File: config.mk
export PLATFORM = sky130hd
export DESIGN_NAME = pirq_bank
export DESIGN_NICKNAME = d
export VERILOG_FILES = /design/src/pirq_pkg.sv /design/src/pirq_ahb_front.sv /design/src/pirq_bank.sv
export SDC_FILE = /design/constraint.sdc
export NUM_CORES = 1
export LEC_CHECK = 0
export BUFFER_PORTS_ARGS = -buffer_cell sky130_fd_sc_hd__buf_4
export CORE_AREA = 2 2 72 143
export CTS_CLUSTER_DIAMETER = 50
export DETAILED_ROUTE_END_ITERATION = 7
export DIE_AREA = 0 0 74 145
export GPL_TIMING_DRIVEN = 0
export MAX_ROUTING_LAYER = met4
export PLACE_DENSITY = 0.64
export SYNTH_ARGS = -nofsm -noshare
export SYNTH_HDL_FRONTEND = slang
export SYNTH_SLANG_ARGS = --single-unit
File: constraint.sdc
create_clock -name core_clk -period 3.59 [get_ports core_clk]
set_clock_uncertainty 0.05 [all_clocks]
set_input_delay 0.718 -clock core_clk [delete_from_list [all_inputs] [get_ports core_clk]]
set_output_delay 0.718 -clock core_clk [all_outputs]
set_load 0.005 [all_outputs]
File: src/pirq_pkg.sv
// Constants, layouts and carrier types of the peripheral interrupt flag bank
`default_nettype none

package pirq_pkg;

	// Register byte offsets on the AHB-Lite slave
	localparam logic [7:0] OFF_CTRL  = 8'h00;
	localparam logic [7:0] OFF_EN1   = 8'h04;
	localparam logic [7:0] OFF_EN2   = 8'h08;
	localparam logic [7:0] OFF_EN3   = 8'h0C;
	localparam logic [7:0] OFF_REQ1  = 8'h10;
	localparam logic [7:0] OFF_REQ2  = 8'h14;
	localparam logic [7:0] OFF_REQ3  = 8'h18;
	localparam logic [7:0] OFF_ISTAT = 8'h1C;
	localparam logic [7:0] OFF_ICLR  = 8'h20;
	localparam logic [7:0] OFF_IEN   = 8'h24;

	// Decoded address window; higher address bits must be zero
	localparam int OFFSET_BITS = 8;

	// Control register field positions
	localparam int CTRL_GLOBAL_BIT  = 7;
	localparam int CTRL_GATE_BIT    = 6;
	localparam int CTRL_SUMMARY_BIT = 0;

	// Request register 1: 7 timer1 gate, 6 conversion, 5 serial rx, 4 serial tx,
	// 3 sync serial, 2 capture unit 1, 1 timer2 match, 0 timer1 overflow
	localparam int SERIAL_RX_BIT = 5;
	localparam int SERIAL_TX_BIT = 4;
	localparam logic [7:0] MASK_SERIAL  = 8'h30;
	localparam logic [7:0] MASK_REQ1_SW = 8'hCF;
	localparam logic [7:0] MASK_ONE     = 8'hFF;

	// Register 2: 7 osc fail, 6 comparator 2, 5 comparator 1, 4 unused,
	// 3 bus collision, 2 timer6 match, 1 timer4 match, 0 capture unit 2
	localparam logic [7:0] MASK_TWO = 8'hEF;

	// Register 3: 7 unused, 6 numeric osc, 5 shutdown, 4 zero cross, 3..0 cells 4..1
	localparam logic [7:0] MASK_THREE = 8'h7F;

	// Bank event status bits
	localparam int EVT_WIDTH      = 2;
	localparam int EVT_PERIPH_BIT = 0;
	localparam int EVT_CORE_BIT   = 1;

	// AHB transfer type bit that marks an active transfer, and the word size
	localparam int         HTRANS_ACTIVE_BIT = 1;
	localparam logic [2:0] HSIZE_WORD        = 3'h2;

	// Flag sources from the peripherals; one[5:4] are serial pending levels
	typedef struct packed {
		logic [7:0] three;
		logic [7:0] two;
		logic [7:0] one;
	} pirq_sources_type;

	// Front end state, doubles as the access strobe to the bank
	typedef struct packed {
		logic       strobe;
		logic       write;
		logic [7:0] addr;
		logic       readyOut;
	} pirq_front_state_type;

	// Complete state of the flag bank
	typedef struct packed {
		logic                 ctrlGlobal;
		logic                 ctrlGate;
		logic                 summary;
		logic [7:0]           en1;
		logic [7:0]           en2;
		logic [7:0]           en3;
		logic [7:0]           req1;
		logic [7:0]           req2;
		logic [7:0]           req3;
		logic [EVT_WIDTH-1:0] istat;
		logic [EVT_WIDTH-1:0] ien;
		logic                 periphIrq;
		logic                 coreIrq;
		logic                 irqOut;
		logic [31:0]          rdata;
	} pirq_bank_state_type;

	// Values after reset
	localparam pirq_front_state_type FRONT_RESET = '{1'b0, 1'b0, 8'h00, 1'b1};
	localparam pirq_bank_state_type  BANK_RESET  = '0;

endpackage

`default_nettype wire
File: src/pirq_ahb_front.sv
// AHB-Lite address phase capture and ready generation for the flag bank
`timescale 1ns/1ps
`default_nettype none

module pirq_ahb_front
	import pirq_pkg::*;
(
	// Clock and reset
	input  wire logic                 core_clk,
	input  wire logic                 rst,
	// AHB-Lite address phase
	input  wire logic                 hsel,
	input  wire logic [31:0]          haddr,
	input  wire logic [1:0]           htrans,
	input  wire logic                 hwrite,
	input  wire logic [2:0]           hsize,
	input  wire logic                 hready,
	// Registered access strobe and ready
	output var  pirq_front_state_type state
);

	pirq_front_state_type next_state;
	logic                 accept;
	logic                 valid;

	// Every accepted transfer gets one wait state so read data can come from a flop
	always_comb
	begin
		accept = hready && hsel && htrans[HTRANS_ACTIVE_BIT];
		valid = (hsize == HSIZE_WORD) && (haddr[31:OFFSET_BITS] == '0);
		next_state = state;
		next_state.strobe = 1'b0;
		next_state.readyOut = 1'b1;
		if (accept)
		begin
			// Odd sizes and far addresses still finish OKAY, but touch nothing
			next_state.strobe = valid;
			next_state.write = hwrite;
			next_state.addr = haddr[OFFSET_BITS-1:0];
			next_state.readyOut = 1'b0;
		end
	end

	// State register
	always_ff @(posedge core_clk or posedge rst)
	begin
		if (rst)
			state <= FRONT_RESET;
		else
			state <= next_state;
	end

endmodule

`default_nettype wire

File: src/pirq_bank.sv
// Peripheral interrupt flag and enable bank with AHB-Lite register access
//
// Notes on behaviour
// Source events set flags regardless of enables
// Software clears a flag before enabling it
// No peripheral request without the gate bit
// Enable three: oscillator, shutdown, zero-cross, cells
// Request three uses enable three bit positions
// Request one holds the eight documented sources
// Serial flags read-only, follow serial port
// Request two holds oscillator, comparators, timers, capture
// Flag reads one while its interrupt pends
// All enable and request bits reset zero
// Unimplemented positions always read zero
// Pin-change summary read-only, follows pin flags
// Enables one and two mirror request positions
// Request is any enabled flag, gated, qualified
`timescale 1ns/1ps
`default_nettype none

module pirq_bank
	import pirq_pkg::*;
(
	// Clock and reset
	input  wire logic              core_clk,
	input  wire logic              rst,
	// AHB-Lite slave
	input  wire logic              hsel,
	input  wire logic [31:0]       haddr,
	input  wire logic [1:0]        htrans,
	input  wire logic              hwrite,
	input  wire logic [2:0]        hsize,
	input  wire logic [31:0]       hwdata,
	input  wire logic              hready,
	output logic                   hreadyout,
	output logic                   hresp,
	output logic [31:0]            hrdata,
	// Peripheral flag sources, same clock
	input  wire pirq_sources_type  src,
	input  wire logic              pinChangeAny,
	// Requests toward the core and the bank interrupt
	output logic                   periphIrq,
	output logic                   coreIrq,
	output logic                   irqOut
);

	pirq_front_state_type access;
	pirq_bank_state_type  state;
	pirq_bank_state_type  next_state;
	logic                 wrStrobe;
	logic                 rdStrobe;
	logic [7:0]           wrByte;
	logic                 anyPending;
	logic [EVT_WIDTH-1:0] events;
	logic [EVT_WIDTH-1:0] clearBits;

	// Address phase capture and wait-state generation
	pirq_ahb_front u_front (
		.core_clk (core_clk),
		.rst      (rst),
		.hsel     (hsel),
		.haddr    (haddr),
		.htrans   (htrans),
		.hwrite   (hwrite),
		.hsize    (hsize),
		.hready   (hready),
		.state    (access)
	);

	// Address match, shared by write decode and the read mux
	function automatic logic isReg(input logic [7:0] a, input logic [7:0] off);
		return a == off;
	endfunction

	// Read mux; unmapped offsets and the clear register read as zero
	function automatic logic [31:0] readReg(input pirq_bank_state_type s,
		input logic [7:0] a);
		logic [31:0] v;
		v = 32'h0000_0000;
		if (isReg(a, OFF_CTRL))
			v[7:0] = {s.ctrlGlobal, s.ctrlGate, 5'h00, s.summary};
		else if (isReg(a, OFF_EN1))
			v[7:0] = s.en1;
		else if (isReg(a, OFF_EN2))
			v[7:0] = s.en2 & MASK_TWO;
		else if (isReg(a, OFF_EN3))
			v[7:0] = s.en3 & MASK_THREE;
		else if (isReg(a, OFF_REQ1))
			v[7:0] = s.req1;
		else if (isReg(a, OFF_REQ2))
			v[7:0] = s.req2 & MASK_TWO;
		else if (isReg(a, OFF_REQ3))
			v[7:0] = s.req3 & MASK_THREE;
		else if (isReg(a, OFF_ISTAT))
			v[EVT_WIDTH-1:0] = s.istat;
		else if (isReg(a, OFF_IEN))
			v[EVT_WIDTH-1:0] = s.ien;
		return v;
	endfunction

	// Access decode; write data stands on hwdata during the strobe cycle
	assign wrStrobe = access.strobe && access.write;
	assign rdStrobe = access.strobe && !access.write;
	assign wrByte = hwdata[7:0];

	// Next state of the whole bank
	always_comb
	begin
		next_state = state;
		clearBits = '0;

		// Control: global and gate bits writable, summary tracks the pin block
		if (wrStrobe && isReg(access.addr, OFF_CTRL))
		begin
			next_state.ctrlGlobal = wrByte[CTRL_GLOBAL_BIT];
			next_state.ctrlGate = wrByte[CTRL_GATE_BIT];
		end
		next_state.summary = pinChangeAny;

		// Enables share the bit layout of their request registers
		if (wrStrobe && isReg(access.addr, OFF_EN1))
			next_state.en1 = wrByte & MASK_ONE;
		if (wrStrobe && isReg(access.addr, OFF_EN2))
			next_state.en2 = wrByte & MASK_TWO;
		if (wrStrobe && isReg(access.addr, OFF_EN3))
			next_state.en3 = wrByte & MASK_THREE;

		// Request one: software owns six bits, serial port owns two
		if (wrStrobe && isReg(access.addr, OFF_REQ1))
			next_state.req1 = wrByte & MASK_REQ1_SW;
		// A source event in the clearing cycle still leaves its flag set
		next_state.req1 = (next_state.req1 & MASK_REQ1_SW)
			| (src.one & MASK_REQ1_SW)
			| (src.one & MASK_SERIAL);

		// Request two and three: writable, events win over a software clear
		if (wrStrobe && isReg(access.addr, OFF_REQ2))
			next_state.req2 = wrByte;
		next_state.req2 = (next_state.req2 | src.two) & MASK_TWO;
		if (wrStrobe && isReg(access.addr, OFF_REQ3))
			next_state.req3 = wrByte;
		next_state.req3 = (next_state.req3 | src.three) & MASK_THREE;

		// Peripheral request and core request from the present flags
		anyPending = |(state.req1 & state.en1) | |(state.req2 & state.en2)
			| |(state.req3 & state.en3);
		next_state.periphIrq = state.ctrlGate && anyPending;
		next_state.coreIrq = next_state.periphIrq && state.ctrlGlobal;

		// Bank events: rising edges of the two requests
		events = '0;
		events[EVT_PERIPH_BIT] = next_state.periphIrq && !state.periphIrq;
		events[EVT_CORE_BIT] = next_state.coreIrq && !state.coreIrq;
		if (wrStrobe && isReg(access.addr, OFF_ICLR))
			clearBits = wrByte[EVT_WIDTH-1:0];
		// Set beats clear so an edge during the clear is never lost
		next_state.istat = (state.istat & ~clearBits) | events;
		if (wrStrobe && isReg(access.addr, OFF_IEN))
			next_state.ien = wrByte[EVT_WIDTH-1:0];
		next_state.irqOut = |(next_state.istat & next_state.ien);

		// Read data is latched for the second data-phase cycle
		if (rdStrobe)
			next_state.rdata = readReg(state, access.addr);
	end

	// State register; one reset covers power-on, brown-out and all others
	always_ff @(posedge core_clk or posedge rst)
	begin
		if (rst)
			state <= BANK_RESET;
		else
			state <= next_state;
	end

	// Outputs straight from flops; every response is OKAY
	assign hreadyout = access.readyOut;
	assign hresp = 1'b0;
	assign hrdata = state.rdata;
	assign periphIrq = state.periphIrq;
	assign coreIrq = state.coreIrq;
	assign irqOut = state.irqOut;

	// Helper terms read only by the checks below
	logic [7:0] srcOneMasked;
	logic [7:0] srcTwoMasked;
	logic [7:0] srcThreeMasked;
	logic [1:0] serialLevel;
	logic       wrEnOne;
	logic       wrEnThree;
	logic       rdReqOne;
	logic       gatedPending;
	logic       wrEnTwo;
	logic       wrReqTwo;
	logic       wrCtrl;
	logic       busAccept;
	assign srcOneMasked = src.one & MASK_REQ1_SW;
	assign srcTwoMasked = src.two & MASK_TWO;
	assign srcThreeMasked = src.three & MASK_THREE;
	assign serialLevel = {src.one[SERIAL_RX_BIT], src.one[SERIAL_TX_BIT]};
	assign wrEnOne = wrStrobe && isReg(access.addr, OFF_EN1);
	assign wrEnThree = wrStrobe && isReg(access.addr, OFF_EN3);
	assign rdReqOne = rdStrobe && isReg(access.addr, OFF_REQ1);
	assign gatedPending = state.ctrlGate && anyPending;
	assign wrEnTwo = wrStrobe && isReg(access.addr, OFF_EN2);
	assign wrReqTwo = wrStrobe && isReg(access.addr, OFF_REQ2);
	assign wrCtrl = wrStrobe && isReg(access.addr, OFF_CTRL);
	assign busAccept = hready && hsel && htrans[HTRANS_ACTIVE_BIT];
endmodule

`default_nettype wire

==> impl_summary.log <==
[metrics] part of the power in combinational logic: 14.6%
[metrics] Hold Path Stages: 2
[metrics] Post-Synthesis Cell Area: 3760 um^2
[metrics] synth cell count leaders: sky130_fd_sc_hd__dfrtp_1, sky130_fd_sc_hd__buf_4, sky130_fd_sc_hd__nor2_1, sky130_fd_sc_hd__mux2_2, sky130_fd_sc_hd__nand2_1
[metrics] count of boundary I/O pins: ~140
[metrics] CTS tree: yes
[metrics] count of max-cap constraint violations: 0
[metrics] Tightest Hold Check Type: flop to flop
[metrics] internal portion of total power: 1.57 mW
[metrics] Detailed Route WL: 11.0 mm
[metrics] half-perimeter wire length after placement: slightly below 9 mm
[metrics] RSZ-0062 raised after global routing: no
[metrics] Placement Setup Slack: 0.868 ns
[metrics] Max Fanout on Critical Path: 10
[metrics] most repeated cell in the gate-level netlist after synthesis: sky130_fd_sc_hd__dfrtp_1
[metrics] proportion of layout cells with a drive suffix above 1: roughly a third
[metrics] Die Footprint: 10,700 um^2
[metrics] leak pwr: 2.25 nW
[metrics] sequential share of power: 42.6%
[metrics] Post-synth top flop: sky130_fd_sc_hd__dfrtp_1
[metrics] crit start category: flop
[metrics] data required time of the critical path: approximately 3.8 ns
[metrics] antenna diode count: 0
[metrics] Vias: 3,187
[metrics] proportion of synthesized chip area in sequential cells: 48.6%
[metrics] CP Capture Type: flop
[metrics] Die Ht: 145 um
[metrics] Setup Viol. Count Final: 0
[metrics] data arrival time of the critical path: 2.91 ns
[metrics] portion of the clock cycle consumed by the worst path in the final layout: between 70% and 80%
[metrics] count of pins over their slew limit: 0
[metrics] Synth Register Bits: 73
[metrics] number of buffers inserted during clock tree synthesis: 9
[metrics] Reg2Reg Setup Slack: between 0.8 and 0.9 ns
[metrics] r2r startpoint: u_front.state[1]$_DFFE_PP0P_
[metrics] maximum root-to-sink buffer count: 2
[metrics] buffers inserted by post-CTS timing repair: 0
[metrics] number of warnings reported in the yosys synthesis log: 0
[metrics] Post-synth ARST share: 100%
[metrics] portion of total power attributed to the clock network: 42.8%
[metrics] routing layer with the top usage in global route: met2
[metrics] kind of critical path: flop to flop
[metrics] global-route congestion overflow total: 0
[metrics] share of the synthesized area in the top cell type: 47.9%
[metrics] Max-slew headroom: 2.63%
[metrics] # hold bufs at CTS: 0
[metrics] PwrDens: 425 nW/um^2
[metrics] cell count after synthesis: between 300 and 400
[metrics] starting density of the core: 39.0%
[metrics] Resize count post-CTS: 0
[metrics] achievable clock frequency: 366 MHz
[metrics] number of antenna violations at the first check in global routing: 0
[metrics] met1 Usage GRT: a little under a quarter
[metrics] vias in the first global route: 3,254
[metrics] count of nets left with antenna violations after detail routing: 0
[metrics] met2 usage: 39.0%
[metrics] clock transition at the register clock pins on the worst setup and hold paths after CTS: ~0.050 ns
[metrics] detailed-route vias per instance: 5.17
[metrics] actual slew at the worst max-slew pin: roughly 1.4 ns
[metrics] crit path time final: 2.74 ns
[metrics] buffers added on ports: 83
[metrics] number of remaining DRC errors: 0
[metrics] gpl congestion: 0.912
[metrics] final routed wire length divided by cell count: 17.9 um
[metrics] Initial DRT Pass Iterations: 4
[metrics] Net Switching: between 0.5 and 0.6 mW
[metrics] R2R depth: 4
[metrics] count of flip-flops with a built-in enable after synthesis: 0
[metrics] number of nets in the finished design: 579
[metrics] Avg Cell Area, Syn: 10.4 um^2
[metrics] core area: about 9600 um^2
[metrics] global-route wire length before repair: 17.4 mm
[metrics] sum of negative setup slack: 0 ns
[metrics] number of distinct standard cells referenced by the synthesized netlist: 49
[metrics] cell type with the largest total area after synthesis: sky130_fd_sc_hd__dfrtp_1
[metrics] Total Routing Usage GR: 22.5%
[metrics] layout overhead on the synthesized area: 31.3%
[metrics] first-iteration detailed-routing DRC count: between 200 and 250
[metrics] result of the run: complete, no violations
[metrics] final hold vios: 0
[metrics] clock root cell: sky130_fd_sc_hd__clkbuf_16
[metrics] largest net degree at the start of global routing: 74
[metrics] largest cells by area after synthesis: sky130_fd_sc_hd__dfrtp_1, sky130_fd_sc_hd__mux2_2, sky130_fd_sc_hd__buf_4
[metrics] Die W: 74 um
[metrics] Sink Count: 73
[metrics] Worst Setup Slack, final: 0.854 ns
[metrics] worst hold endpoint: hrdata[6]$_DFFE_PP0P_
[metrics] H-tree Lvls: 3
[metrics] later-pin clock latency in the skew report: 0.34 ns
[metrics] hold path startpoint: hrdata[6]$_DFFE_PP0P_
[metrics] met3 global-route usage: 3.89%
[metrics] cell row count: 51
[metrics] reg-to-reg endpoint: state[50]$_DFF_PP0_
[metrics] switching share of power: 25.2%
[metrics] IR drop worst, VDD: 282 uV
-- layout by cell type, fill, tap and decap left out, drive strengths merged, types with 2 or more instances in the layout --
master  netlist  layout
and4          2       2
and3          4       4
nand2        24      24
mux2         28      28
o221ai        2       2
o31ai         2       2
o22ai         3       3
buf          36     119
nor2b         2       2
nor4          9       9
conb          1      25
or3           2       2
a22o          8       8
clkinv        0       2
o21ai        23      23
nor3          6       6
nand3        12      12
a22oi         5       5
or4b          3       3
nand2b        4       4
mux2i         6       6
dfrtp        72      72
or4           2       2
a21oi         7       7
a221oi        6       6
nor2         33      33
nor4b         2       2
o21a          2       2
o41ai         3       3
inv          12      12
a211o        18      18
nand3b        3       3
clkbuf        9      21
a21o          2       2
-- metal layers --
layer | wire, um | vias to the layer above
met5 | 0 | -
met4 | 393 | 0
met3 | 519 | 34
met2 | 6110 | 125
met1 | 3990 | 1521
li1 | - | 1507
-- layout make-up --
type | instances | area [um^2]
sequential | 73 | 1830
timing repair buffer | 83 | 623
inverter | 12 | 47.5
buffer | 45 | 295
fill | 912 | 4700
clock inverter | 3 | 40.0
multi-input combinational | 256 | 1680
clock buffer | 12 | 256
tap | 132 | 165
-- worst max-delay path: stages (launching register included) --
cell and delay (ns):
sky130_fd_sc_hd__dfrtp_1 0.45, sky130_fd_sc_hd__nor4b_1 1.23, sky130_fd_sc_hd__nand2_1 0.21, sky130_fd_sc_hd__clkbuf_1 0.33, sky130_fd_sc_hd__a211o_1 0.35
-- metrics by stage --
stage | power [mW] | cells | instance area [um^2] | util, % | hold WS, ns
floorplan | 1.08 | 386 | 3850 | - | 0.400
global placement | 1.21 | 601 | 4640 | 48.1 | 0.416
global route | 2.18 | 616 | 4940 | 51.2 | 0.431
finish | 2.10 | 616 | 4940 | 51.2 | 0.429
CTS | 2.10 | 616 | 4940 | 51.2 | 0.428
detailed placement | 1.21 | 601 | 4640 | 48.1 | 0.422
-- flip-flops by register name, summed over array words and instances (netlist names) --
signal         cells
hrdata             8
periphIrq          1
state             51
irqOut             1
coreIrq            1
u_front.state     11
-- power by group through the flow --
stage / combinational, mW / sequential (mW) / clock, mW
3_5_place_dp: 0.304 / 0.904 / 0
2_1_floorplan: 0.183 / 0.893 / 0
4_1_cts: 0.306 / 0.890 / 0.909
6_report: 0.306 / 0.892 / 0.898
3_3_place_gp: 0.303 / 0.903 / 0
5_1_grt: 0.333 / 0.895 / 0.947
-- how the worst max path moves through the flow --
stage	slack [ns]	endpoint	startpoint	cells past startpoint
5_1_grt	0.73	state[53]$_DFF_PP0_	u_front.state[1]$_DFFE_PP0P_	4
4_1_cts	0.87	state[50]$_DFF_PP0_	u_front.state[1]$_DFFE_PP0P_	4
2_1_floorplan	0.97	coreIrq$_DFF_PP0_	rst	1
3_3_place_gp	0.09	u_front.state[5]$_DFFE_PP0P_	rst	2
3_5_place_dp	0.87	state[50]$_DFF_PP0_	u_front.state[1]$_DFFE_PP0P_	4
6_report	0.85	state[50]$_DFF_PP0_	u_front.state[1]$_DFFE_PP0P_	4
-- cell families (layout without fill, tap and decap cells) --
kind of cell | Yosys count | after routing | synth area share (%)
compound gates | 86 | 86 | 16.4
buf+inv | 57 | 155 | 9.05
simple gates | 111 | 111 | 15.7
other cells | 1 | 25 | 0.0998
mux | 34 | 34 | 10.1
flops | 73 | 73 | 48.6
No activity file was read; power rests on OpenSTA's default activity.
